$ cat src/rtl/mrfs_pkg.sv
// Package: register map, field layout and carriers of the receive filter/status block
package mrfs_pkg;

    // --------------------------------------------------------------
    // Register byte addresses
    // --------------------------------------------------------------
    localparam logic [7:0] OFS_RX_CFG      = 8'h0c;
    localparam logic [7:0] OFS_STATION0    = 8'h20;
    localparam logic [7:0] OFS_STATION5    = 8'h34;
    localparam logic [7:0] OFS_TX_PAGE     = 8'h40;
    localparam logic [7:0] OFS_TX_LEN_LO   = 8'h44;
    localparam logic [7:0] OFS_TX_LEN_HI   = 8'h48;
    localparam logic [7:0] OFS_RING_FIRST  = 8'h4c;
    localparam logic [7:0] OFS_RING_LAST   = 8'h50;
    localparam logic [7:0] OFS_RING_BOUND  = 8'h54;
    localparam logic [7:0] OFS_RING_CUR    = 8'h58;
    localparam logic [7:0] OFS_ALIGN_TALLY = 8'h60;
    localparam logic [7:0] OFS_CRC_TALLY   = 8'h64;
    localparam logic [7:0] OFS_MISS_TALLY  = 8'h68;

    // --------------------------------------------------------------
    // Field positions
    // --------------------------------------------------------------
    localparam int CFG_SAVE_ERR  = 0;   // save_errored_packets
    localparam int CFG_SHORT     = 1;   // accept_short_frames
    localparam int CFG_ALL_ONES  = 2;   // accept_all_ones_dest
    localparam int CFG_GROUP     = 3;   // accept_group_dest
    localparam int CFG_ANY_PHYS  = 4;   // accept_any_physical
    localparam int CFG_MONITOR   = 5;   // monitor_only
    localparam int CFG_WIDTH     = 6;
    localparam int ST_INTACT     = 0;
    localparam int ST_CRC        = 1;
    localparam int ST_ALIGN      = 2;
    localparam int ST_FIFO_OVF   = 3;
    localparam int ST_MISSED     = 4;
    localparam int ST_ADDR_TYPE  = 5;
    localparam int ST_RX_DIS     = 6;
    localparam int ST_DEFER      = 7;
    localparam int GROUP_BIT     = 40;  // first bit on the wire of the first byte

    // --------------------------------------------------------------
    // Reset values and limits
    // --------------------------------------------------------------
    localparam logic [7:0]  CFG_RESET     = 8'h00;
    localparam logic [7:0]  TALLY_MAX     = 8'hff;
    localparam logic [15:0] MIN_FRAME_LEN = 16'h0040;  // 64 bytes
    localparam logic [15:0] MIN_RUNT_LEN  = 16'h0008;  // 8 bytes
    localparam logic [47:0] ALL_ONES_DEST = 48'hffff_ffff_ffff;
    localparam logic [7:0]  PAGE_LOW_ZERO = 8'h00;

    // --------------------------------------------------------------
    // Carriers
    // --------------------------------------------------------------
    typedef struct packed {
        logic        psel;
        logic        penable;
        logic        pwrite;
        logic [11:0] paddr;
        logic [31:0] pwdata;
        logic [3:0]  pstrb;
    } mrfs_apb_req_s;

    typedef struct packed {
        logic [47:0] dest_addr;    // First received byte in [47:40]
        logic [15:0] byte_count;
        logic        crc_ok;       // CRC matched at last byte boundary
        logic [2:0]  dribble_bits; // Bits past the last byte boundary
        logic        hash_hit;     // Group address passed the hashing array
    } mrfs_frame_s;

    typedef enum logic [2:0] {
        RX_IDLE  = 3'b001,
        RX_FRAME = 3'b010,
        RX_DROP  = 3'b100
    } mrfs_rx_e;

endpackage : mrfs_pkg

$ cat src/rtl/mrfs_core.sv
// Receive address filter, receive status and buffer ring pointers behind an APB port
//
// Decided for this implementation: the APB interface to the registers.
`timescale 1ns/100ps
// What this block does
// - Errored packets kept only when save bit set
// - Runts accepted only with bit, at least 8
// - All-ones destination accepted only with broadcast bit
// - Group destinations other than all-ones accepted only when hash passes
// - Physical must match station unless promiscuous
// - Monitor mode checks but never buffers, counts missed
// - Broadcast and multicast acceptance are OR'd
// - Status written at head when packet kept
// - Status cleared when next packet arrives
// - Intact bit only when all error bits clear
// - CRC error sets bit, counts tally one
// - Alignment error sets bit, counts tally zero
// - Alignment error never without CRC error
// - FIFO overflow sets bit and aborts packet
// - Missed packet sets bit, counts tally two
// - Address type zero physical, one group
// - Receiver disabled bit follows monitor mode
// - Deferring bit follows carrier sense or collision
// - Registers are eight bits, wide ones split
// - Page registers hold address bits 15 to 8
// - Abort local DMA when next page hits boundary
module mrfs_core (
    input  wire logic                  clock,
    input  wire logic                  sys_rst,
    input  wire mrfs_pkg::mrfs_apb_req_s apb_req,
    output logic [31:0]                prdata,
    output logic                       pready,
    output logic                       pslverr,
    input  wire logic                  rx_start,
    input  wire logic                  rx_end,
    input  wire mrfs_pkg::mrfs_frame_s rx_frame,
    input  wire logic                  rx_fifo_overflow,
    input  wire logic                  rx_link_req,
    input  wire logic                  carrier_sense,
    input  wire logic                  collision,
    output logic                       rx_abort,
    output logic                       rx_commit,
    output logic                       status_wr,
    output logic [7:0]                 status_byte,
    output logic                       dma_abort,
    output logic [15:0]                rx_dma_addr,
    output logic [15:0]                tx_dma_addr,
    output logic [15:0]                tx_length
);
    import mrfs_pkg::*;

    // --------------------------------------------------------------
    // State
    // --------------------------------------------------------------
    typedef struct packed {
        mrfs_rx_e              rx_state;
        logic [CFG_WIDTH-1:0]  cfg;
        logic [5:0]            status;
        logic [47:0]           station;
        logic [7:0]            tx_page;
        logic [15:0]           tx_len;
        logic [7:0]            ring_first;
        logic [7:0]            ring_last;
        logic [7:0]            ring_bound;
        logic [7:0]            ring_cur;
        logic [7:0]            link_page;
        logic                  ring_full;
        logic [7:0]            align_tally;
        logic [7:0]            crc_tally;
        logic [7:0]            miss_tally;
        logic [31:0]           rdata;
        logic                  abort_p;
        logic                  commit_p;
        logic                  status_wr_p;
        logic [7:0]            status_out;
        logic                  dma_abort_p;
    } mrfs_state_s;

    mrfs_state_s state_reg;
    mrfs_state_s state_next;

    // --------------------------------------------------------------
    // Helpers
    // --------------------------------------------------------------
    // Next page in the ring, wrapping to the first page when the step would reach the last
    function automatic logic [7:0] ring_step(input logic [7:0] page,
                                             input logic [7:0] first,
                                             input logic [7:0] last);
        logic [7:0] nxt;
        nxt = page + 8'h01;
        if (nxt == last) begin
            nxt = first;
        end
        return nxt;
    endfunction : ring_step

    // Saturating tally increment
    function automatic logic [7:0] tally_inc(input logic [7:0] v);
        return (v == TALLY_MAX) ? v : v + 8'h01;
    endfunction : tally_inc

    // --------------------------------------------------------------
    // APB decode
    // --------------------------------------------------------------
    logic       apb_setup;
    logic       apb_access;
    logic [7:0] apb_ofs;
    logic       apb_mapped;
    logic       apb_wr;
    logic       apb_rd;

    assign apb_setup  = apb_req.psel && !apb_req.penable;
    assign apb_access = apb_req.psel && apb_req.penable;
    assign apb_ofs    = apb_req.paddr[7:0];
    assign apb_mapped = (apb_req.paddr[11:8] == 4'h0) && (apb_ofs[1:0] == 2'b00) &&
                        (apb_ofs == OFS_RX_CFG ||
                         (apb_ofs >= OFS_STATION0 && apb_ofs <= OFS_STATION5) ||
                         (apb_ofs >= OFS_TX_PAGE && apb_ofs <= OFS_RING_CUR) ||
                         (apb_ofs >= OFS_ALIGN_TALLY && apb_ofs <= OFS_MISS_TALLY));
    assign apb_wr     = apb_access && apb_req.pwrite && apb_mapped && apb_req.pstrb[0];
    assign apb_rd     = apb_access && !apb_req.pwrite && apb_mapped;

    // --------------------------------------------------------------
    // Packet evaluation at end of frame
    // --------------------------------------------------------------
    logic ev_end;
    logic ev_bcast;
    logic ev_group;
    logic ev_phys_ok;
    logic ev_group_ok;
    logic ev_recog;
    logic ev_size_ok;
    logic ev_crc_err;
    logic ev_align;
    logic ev_err_ok;
    logic ev_missed;
    logic ev_keep;
    logic rx_defer;

    assign ev_end      = rx_end && (state_reg.rx_state == RX_FRAME);
    assign ev_bcast    = rx_frame.dest_addr == ALL_ONES_DEST;
    assign ev_group    = rx_frame.dest_addr[GROUP_BIT];
    assign ev_phys_ok  = !ev_group && (state_reg.cfg[CFG_ANY_PHYS] ||
                         rx_frame.dest_addr == state_reg.station);
    assign ev_group_ok = (ev_bcast && state_reg.cfg[CFG_ALL_ONES]) ||
                         (ev_group && !ev_bcast && state_reg.cfg[CFG_GROUP] &&
                          rx_frame.hash_hit);
    assign ev_recog    = ev_phys_ok || ev_group_ok;
    assign ev_size_ok  = (rx_frame.byte_count >= MIN_FRAME_LEN) ||
                         (state_reg.cfg[CFG_SHORT] &&
                          rx_frame.byte_count >= MIN_RUNT_LEN);
    assign ev_crc_err  = !rx_frame.crc_ok;
    assign ev_align    = ev_crc_err && (rx_frame.dribble_bits != 3'b000);
    assign ev_err_ok   = !ev_crc_err || state_reg.cfg[CFG_SAVE_ERR];
    assign ev_missed   = ev_recog && ev_size_ok &&
                         (state_reg.cfg[CFG_MONITOR] || state_reg.ring_full);
    assign ev_keep     = ev_recog && ev_size_ok && ev_err_ok && !ev_missed;
    assign rx_defer    = carrier_sense || collision;

    // --------------------------------------------------------------
    // Next-state logic
    // --------------------------------------------------------------
    always_comb begin
        logic [7:0] rd;
        logic [7:0] nxt_page;
        logic [7:0] st_byte;
        rd       = 8'h00;
        nxt_page = ring_step(state_reg.link_page, state_reg.ring_first, state_reg.ring_last);
        st_byte  = 8'h00;
        state_next             = state_reg;
        state_next.abort_p     = 1'b0;
        state_next.commit_p    = 1'b0;
        state_next.status_wr_p = 1'b0;
        state_next.dma_abort_p = 1'b0;

        // Read data captured in the setup phase; the offset shares write and read
        unique case (apb_ofs)
            OFS_RX_CFG:      rd = {rx_defer, state_reg.cfg[CFG_MONITOR],
                                   state_reg.status};
            OFS_TX_PAGE:     rd = state_reg.tx_page;
            OFS_TX_LEN_LO:   rd = state_reg.tx_len[7:0];
            OFS_TX_LEN_HI:   rd = state_reg.tx_len[15:8];
            OFS_RING_FIRST:  rd = state_reg.ring_first;
            OFS_RING_LAST:   rd = state_reg.ring_last;
            OFS_RING_BOUND:  rd = state_reg.ring_bound;
            OFS_RING_CUR:    rd = state_reg.ring_cur;
            OFS_ALIGN_TALLY: rd = state_reg.align_tally;
            OFS_CRC_TALLY:   rd = state_reg.crc_tally;
            OFS_MISS_TALLY:  rd = state_reg.miss_tally;
            default: begin
                if (apb_ofs >= OFS_STATION0 && apb_ofs <= OFS_STATION5) begin
                    rd = state_reg.station[8*(5-int'(apb_ofs[4:2])) +: 8];
                end
            end
        endcase
        if (apb_setup) begin
            state_next.rdata = apb_mapped ? {24'h000000, rd} : 32'h0000_0000;
        end

        // Register writes, eight bits each except six for the receive configuration
        if (apb_wr) begin
            unique case (apb_ofs)
                OFS_RX_CFG:     state_next.cfg        = apb_req.pwdata[CFG_WIDTH-1:0];
                OFS_TX_PAGE:    state_next.tx_page    = apb_req.pwdata[7:0];
                OFS_TX_LEN_LO:  state_next.tx_len[7:0]  = apb_req.pwdata[7:0];
                OFS_TX_LEN_HI:  state_next.tx_len[15:8] = apb_req.pwdata[7:0];
                OFS_RING_FIRST: state_next.ring_first = apb_req.pwdata[7:0];
                OFS_RING_LAST:  state_next.ring_last  = apb_req.pwdata[7:0];
                OFS_RING_BOUND: state_next.ring_bound = apb_req.pwdata[7:0];
                OFS_RING_CUR:   state_next.ring_cur   = apb_req.pwdata[7:0];
                default: begin
                    if (apb_ofs >= OFS_STATION0 && apb_ofs <= OFS_STATION5) begin
                        state_next.station[8*(5-int'(apb_ofs[4:2])) +: 8] =
                            apb_req.pwdata[7:0];
                    end
                end
            endcase
        end

        // Tallies clear on read; a same-cycle increment below still lands
        if (apb_rd) begin
            if (apb_ofs == OFS_ALIGN_TALLY) state_next.align_tally = 8'h00;
            if (apb_ofs == OFS_CRC_TALLY)   state_next.crc_tally   = 8'h00;
            if (apb_ofs == OFS_MISS_TALLY)  state_next.miss_tally  = 8'h00;
        end

        // Receive sequence
        unique case (state_reg.rx_state)
            RX_IDLE: begin
                if (rx_start) begin
                    state_next.status    = 6'b000000;
                    state_next.ring_full = 1'b0;
                    state_next.link_page = state_reg.ring_cur;
                    state_next.rx_state  = RX_FRAME;
                end
            end
            RX_FRAME: begin
                if (rx_fifo_overflow) begin
                    state_next.status[ST_FIFO_OVF] = 1'b1;
                    state_next.abort_p  = 1'b1;
                    state_next.rx_state = RX_DROP;
                end else if (rx_end) begin
                    st_byte[ST_CRC]       = ev_crc_err || ev_align;
                    st_byte[ST_ALIGN]     = ev_align;
                    st_byte[ST_MISSED]    = ev_missed;
                    st_byte[ST_ADDR_TYPE] = ev_group;
                    st_byte[ST_INTACT]    = !ev_crc_err && !ev_align && !ev_missed;
                    st_byte[ST_RX_DIS]    = state_reg.cfg[CFG_MONITOR];
                    st_byte[ST_DEFER]     = rx_defer;
                    state_next.status     = st_byte[5:0];
                    if (ev_recog && ev_crc_err) begin
                        state_next.crc_tally = tally_inc(state_next.crc_tally);
                    end
                    if (ev_recog && ev_align) begin
                        state_next.align_tally = tally_inc(state_next.align_tally);
                    end
                    if (ev_missed) begin
                        state_next.miss_tally = tally_inc(state_next.miss_tally);
                    end
                    if (ev_keep) begin
                        state_next.status_wr_p = 1'b1;
                        state_next.status_out  = st_byte;
                        state_next.commit_p    = 1'b1;
                        state_next.ring_cur    = nxt_page;
                    end
                    state_next.rx_state = RX_IDLE;
                end else if (rx_link_req && !state_reg.ring_full &&
                             !state_reg.cfg[CFG_MONITOR]) begin
                    if (nxt_page == state_reg.ring_bound) begin
                        state_next.dma_abort_p = 1'b1;
                        state_next.ring_full   = 1'b1;
                    end else begin
                        state_next.link_page = nxt_page;
                    end
                end
            end
            RX_DROP: begin
                if (rx_end) begin
                    state_next.rx_state = RX_IDLE;
                end
            end
        endcase
    end

    // --------------------------------------------------------------
    // State register
    // --------------------------------------------------------------
    always_ff @(posedge clock or posedge sys_rst) begin
        if (sys_rst) begin
            state_reg          <= '0;
            state_reg.rx_state <= RX_IDLE;
            state_reg.cfg      <= CFG_RESET[CFG_WIDTH-1:0];
        end else begin
            state_reg <= state_next;
        end
    end

    // --------------------------------------------------------------
    // Outputs
    // --------------------------------------------------------------
    assign prdata      = state_reg.rdata;
    assign pready      = 1'b1;                                   // Zero wait states
    assign pslverr     = apb_access && !apb_mapped;
    assign rx_abort    = state_reg.abort_p;
    assign rx_commit   = state_reg.commit_p;
    assign status_wr   = state_reg.status_wr_p;
    assign status_byte = state_reg.status_out;
    assign dma_abort   = state_reg.dma_abort_p;
    assign rx_dma_addr = {state_reg.link_page, PAGE_LOW_ZERO};
    assign tx_dma_addr = {state_reg.tx_page, PAGE_LOW_ZERO};
    assign tx_length   = state_reg.tx_len;
endmodule : mrfs_core

$ cat config.mk
export PLATFORM = sky130hd
export DESIGN_NAME = mrfs_core
export DESIGN_NICKNAME = d
export VERILOG_FILES = /design/src/rtl/mrfs_pkg.sv /design/src/rtl/mrfs_core.sv
export SDC_FILE = /design/constraint.sdc
export NUM_CORES = 1
export LEC_CHECK = 0
export BUFFER_PORTS_ARGS = -buffer_cell sky130_fd_sc_hd__clkbuf_2
export CAP_MARGIN = 5
export CORE_ASPECT_RATIO = 0.5
export CORE_MARGIN = 5
export CORE_UTILIZATION = 25
export CTS_BUF_LIST = sky130_fd_sc_hd__clkbuf_8
export DETAILED_ROUTE_END_ITERATION = 7
export HOLD_SLACK_MARGIN = 0.12
export PLACE_DENSITY = 0.51
export SLEW_MARGIN = 20
export SYNTH_ARGS = -nofsm -noshare
export SYNTH_HDL_FRONTEND = slang
export SYNTH_SLANG_ARGS = --single-unit
$ cat constraint.sdc
create_clock -name clock -period 10.6 [get_ports clock]
set_clock_uncertainty 0.15 [all_clocks]
set_input_delay 0.53 -clock clock [delete_from_list [all_inputs] [get_ports clock]]
set_output_delay 0.53 -clock clock [all_outputs]
set_load 0.005 [all_outputs]
==> run metrics <==
Largest register FFs=120; Final #Nets=1305; IO Port Bufs=149; Max Fclk=192.7 MHz; final wirelength=34.56 mm; first-pass GRT wire length=51.54 mm; dpl cells=1676; placed wire-length estimate=25.82 mm; number of hold buffers added after CTS=2; Seq/Total Area, Yosys=41.45%; Slew @ Worst Pin=0.9734 ns; Reg clk slew, reported paths=0.13 ns; status=completed; Pins Over Slew Limit=0; Pwr Density=136.9 nW/um^2; Synth Register Bits=170; WP data required=10.81 ns; CTS resizes=0; R2R depth=12; Tmin final=5.190 ns; Sink Count=170; Synth area leader=dfrtp_1; ant diodes=0; Core ar.=40470 um^2; final hold viol count=0; worst min-delay path class=input pin to flip-flop; Horiz. Die Dim=296.6 um; DR WL/cell=20.21 um; TritonCTS Buffers=17; row count=52; vias=8195; pin count of the biggest net entering global routing=102; maxcap violations=0; gr usage total=14.87%; LEAKAGE=5.238 nW; layout cells sized above 1=23.68%; fraction of registers with async set/reset=100.0%; Worst Setup End Kind=flip-flop; routability cong.=0.8618; die height=153.3 um; Post-DRT Antenna Nets=0; Int Power=1.009 mW; Worst Setup Path Type=input pin to flip-flop; Syn-to-layout area delta=12.24%; worst-path fanout max=27; switch share=36.05%; clock power share=30.5%; flop-to-flop setup slack=6.31 ns; sequential share of power=45.9%; io pins=222; Worst EP arrival=5.40 ns; RSZ-0062 raised after global routing=no; Netlist cell types=66; Worst Hold Depth=2; Place WS=4.950 ns; GRT Residual Overflow=0; H-tree depth=4; number of global-route vias before repair=8165; final total power=1.578 mW; Syn Area/Cell=9.632 um^2; Sum Neg Setup Slack=0 ns; final core utilization=28.48%; clk buf depth=2; Clock Tree Root=clkbuf_8; initial core utilization=25.37%; Post-Syn Area=10270 um^2; Area contributors post-synth=dfrtp_1 (41%), mux2_2 (7.1%), buf_4 (6.6%), nand2_1 (5.8%), xnor2_1 (5.7%); crit start category=input pin; Yosys top cell area share=41.19%; Yosys warnings=0; Top FF cell, synth=dfrtp_1; Iteration-0 DRC Markers=701; fin worst setup slack=5.410 ns; initial antenna violation count=0; Final setup viols=0; peak supply drop=0.1017 mV; Final Non-Filler Cells=1710; final period utilization=48.96%; Cells after Synth=1066; P_sw=0.5687 mW; post-CTS setup buffers=0; Post-synth EDFFs=0; Clock Latency Late Sink=0.51 ns; CTS tree=yes; Comb power frac=23.6%; via/cell ratio=4.792; DRC Markers=0; DR pass1 iterations=5; worst relative slew slack=34.75%; DIE AREA=45470 um^2
-- metal layers --
| metal | GRT usage [%] | wire length, um | part of all wire [%] |
|---|---|---|---|
| met1 | 19.67 | 15250 | 44 |
| met2 | 24.55 | 16700 | 48 |
| met3 | 3.393 | 1795 | 5.2 |
| met4 | 4.107 | 812 | 2.3 |
| met5 | 0 | 0 | 0 |
-- through the flow --
| stage | area [um^2] | hold WS [ns] |
|---|---|---|
| after floorplan | 10420 | 0.2969 |
| after global routing | 11520 | 0.1512 |
| after detailed placement | 11100 | 0.3123 |
| final | 11520 | 0.1589 |
| after CTS | 11520 | 0.1466 |
| after global placement | 11090 | 0.3122 |
-- Yosys cell counts, types with 4 or more instances --
cell / n
a211oi_1: 12
a21oi_1: 10
a221o_1: 4
a222oi_1: 7
a22o_1: 6
a22oi_1: 20
a31oi_1: 5
and2_1: 15
and3_1: 18
buf_1: 4
buf_4: 90
clkbuf_1: 32
dfrtp_1: 169
ha_1: 19
inv_1: 26
mux2_2: 65
mux2i_1: 19
mux4_2: 8
nand2_1: 158
nand2b_1: 4
nand3_1: 23
nand4_1: 40
nor2_1: 47
nor2b_1: 6
nor3_1: 9
nor3b_1: 6
nor4_1: 16
o21a_1: 9
o21ai_0: 65
o21ai_1: 17
o31ai_1: 4
or4_1: 5
xnor2_1: 67
xor2_1: 13
-- cell families (layout without fill, tap and decap cells) --
kind of cell	count (synthesis)	in the layout	synth area share, %
AO/OA/AOI/OAI	178	178	11.41
XOR/XNOR	82	82	7.263
adder cells (fa/ha/maj)	20	20	2.510
buffers and inverters	155	219	8.981
flip-flops	170	170	41.45
multiplexers	92	92	10.74
other	2	42	0.07314
AND/OR/NAND/NOR	367	367	17.58
-- cells in the final DEF (no fill, tap or decap), types with 18 or more instances in the layout --
cell type  netlist  layout
nand4_1         40      40
ha_1            19      19
mux2i_1         19      19
o21ai_0         65      65
a22oi_1         20      20
xnor2_1         67      67
nand3_1         23      23
nor2_1          47      47
and3_1          18      18
inv_1           26      25
clkbuf_2         0     149
nand2_1        158     158
mux2_2          65      65
dfrtp_1        169     169
conb_1           2      42
-- power groups by stage --
stage	combinational [mW]	sequential (mW)	clock, mW
after floorplan	0.281	0.717	0
after global placement	0.372	0.736	0
after detailed placement	0.370	0.736	0
after CTS	0.374	0.724	0.489
after global routing	0.410	0.729	0.515
final	0.372	0.724	0.482
-- worst max-delay path, stage by stage --
cell and delay (ns):
clkbuf_2 0.64, ha_1 0.34, or3b_1 0.36, a31oi_1 0.21, o21ai_0 0.12, a31o_1 0.26
a21o_1 0.25, or4_1 0.60, and2_1 0.21, ha_1 0.21, and3_1 0.21, and2_1 0.20
and4_1 0.22, a211oi_1 0.64, nand2_1 0.17, xor2_1 0.17, a21oi_1 0.05
-- area by class of cell --
| class | instances | area [um^2] |
|---|---|---|
| Multi-Input combinational cell | 781 | 5245 |
| Clock buffer | 17 | 234.0 |
| Clock inverter | 15 | 173.9 |
| Fill cell | 4337 | 28950 |
| Sequential cell | 170 | 4255 |
| Tap cell | 540 | 675.6 |
| Inverter | 27 | 106.4 |
| Timing Repair Buffer | 160 | 833.3 |
-- path summary, 6_finish.rpt --
| kind | start | to |
|---|---|---|
| max in group asynchronous | sys_rst | state_reg[189] |
| min | rx_frame[4] | status_byte[2] |
| min reg2reg | status_byte[0] | status_byte[0] |
| max | apb_req[38] | state_reg[63] |
| min in group asynchronous | sys_rst | tx_dma_addr[13] |
| max reg2reg | rx_dma_addr[8] | rx_dma_addr[13] |
No activity file was read; power rests on OpenSTA's default activity.
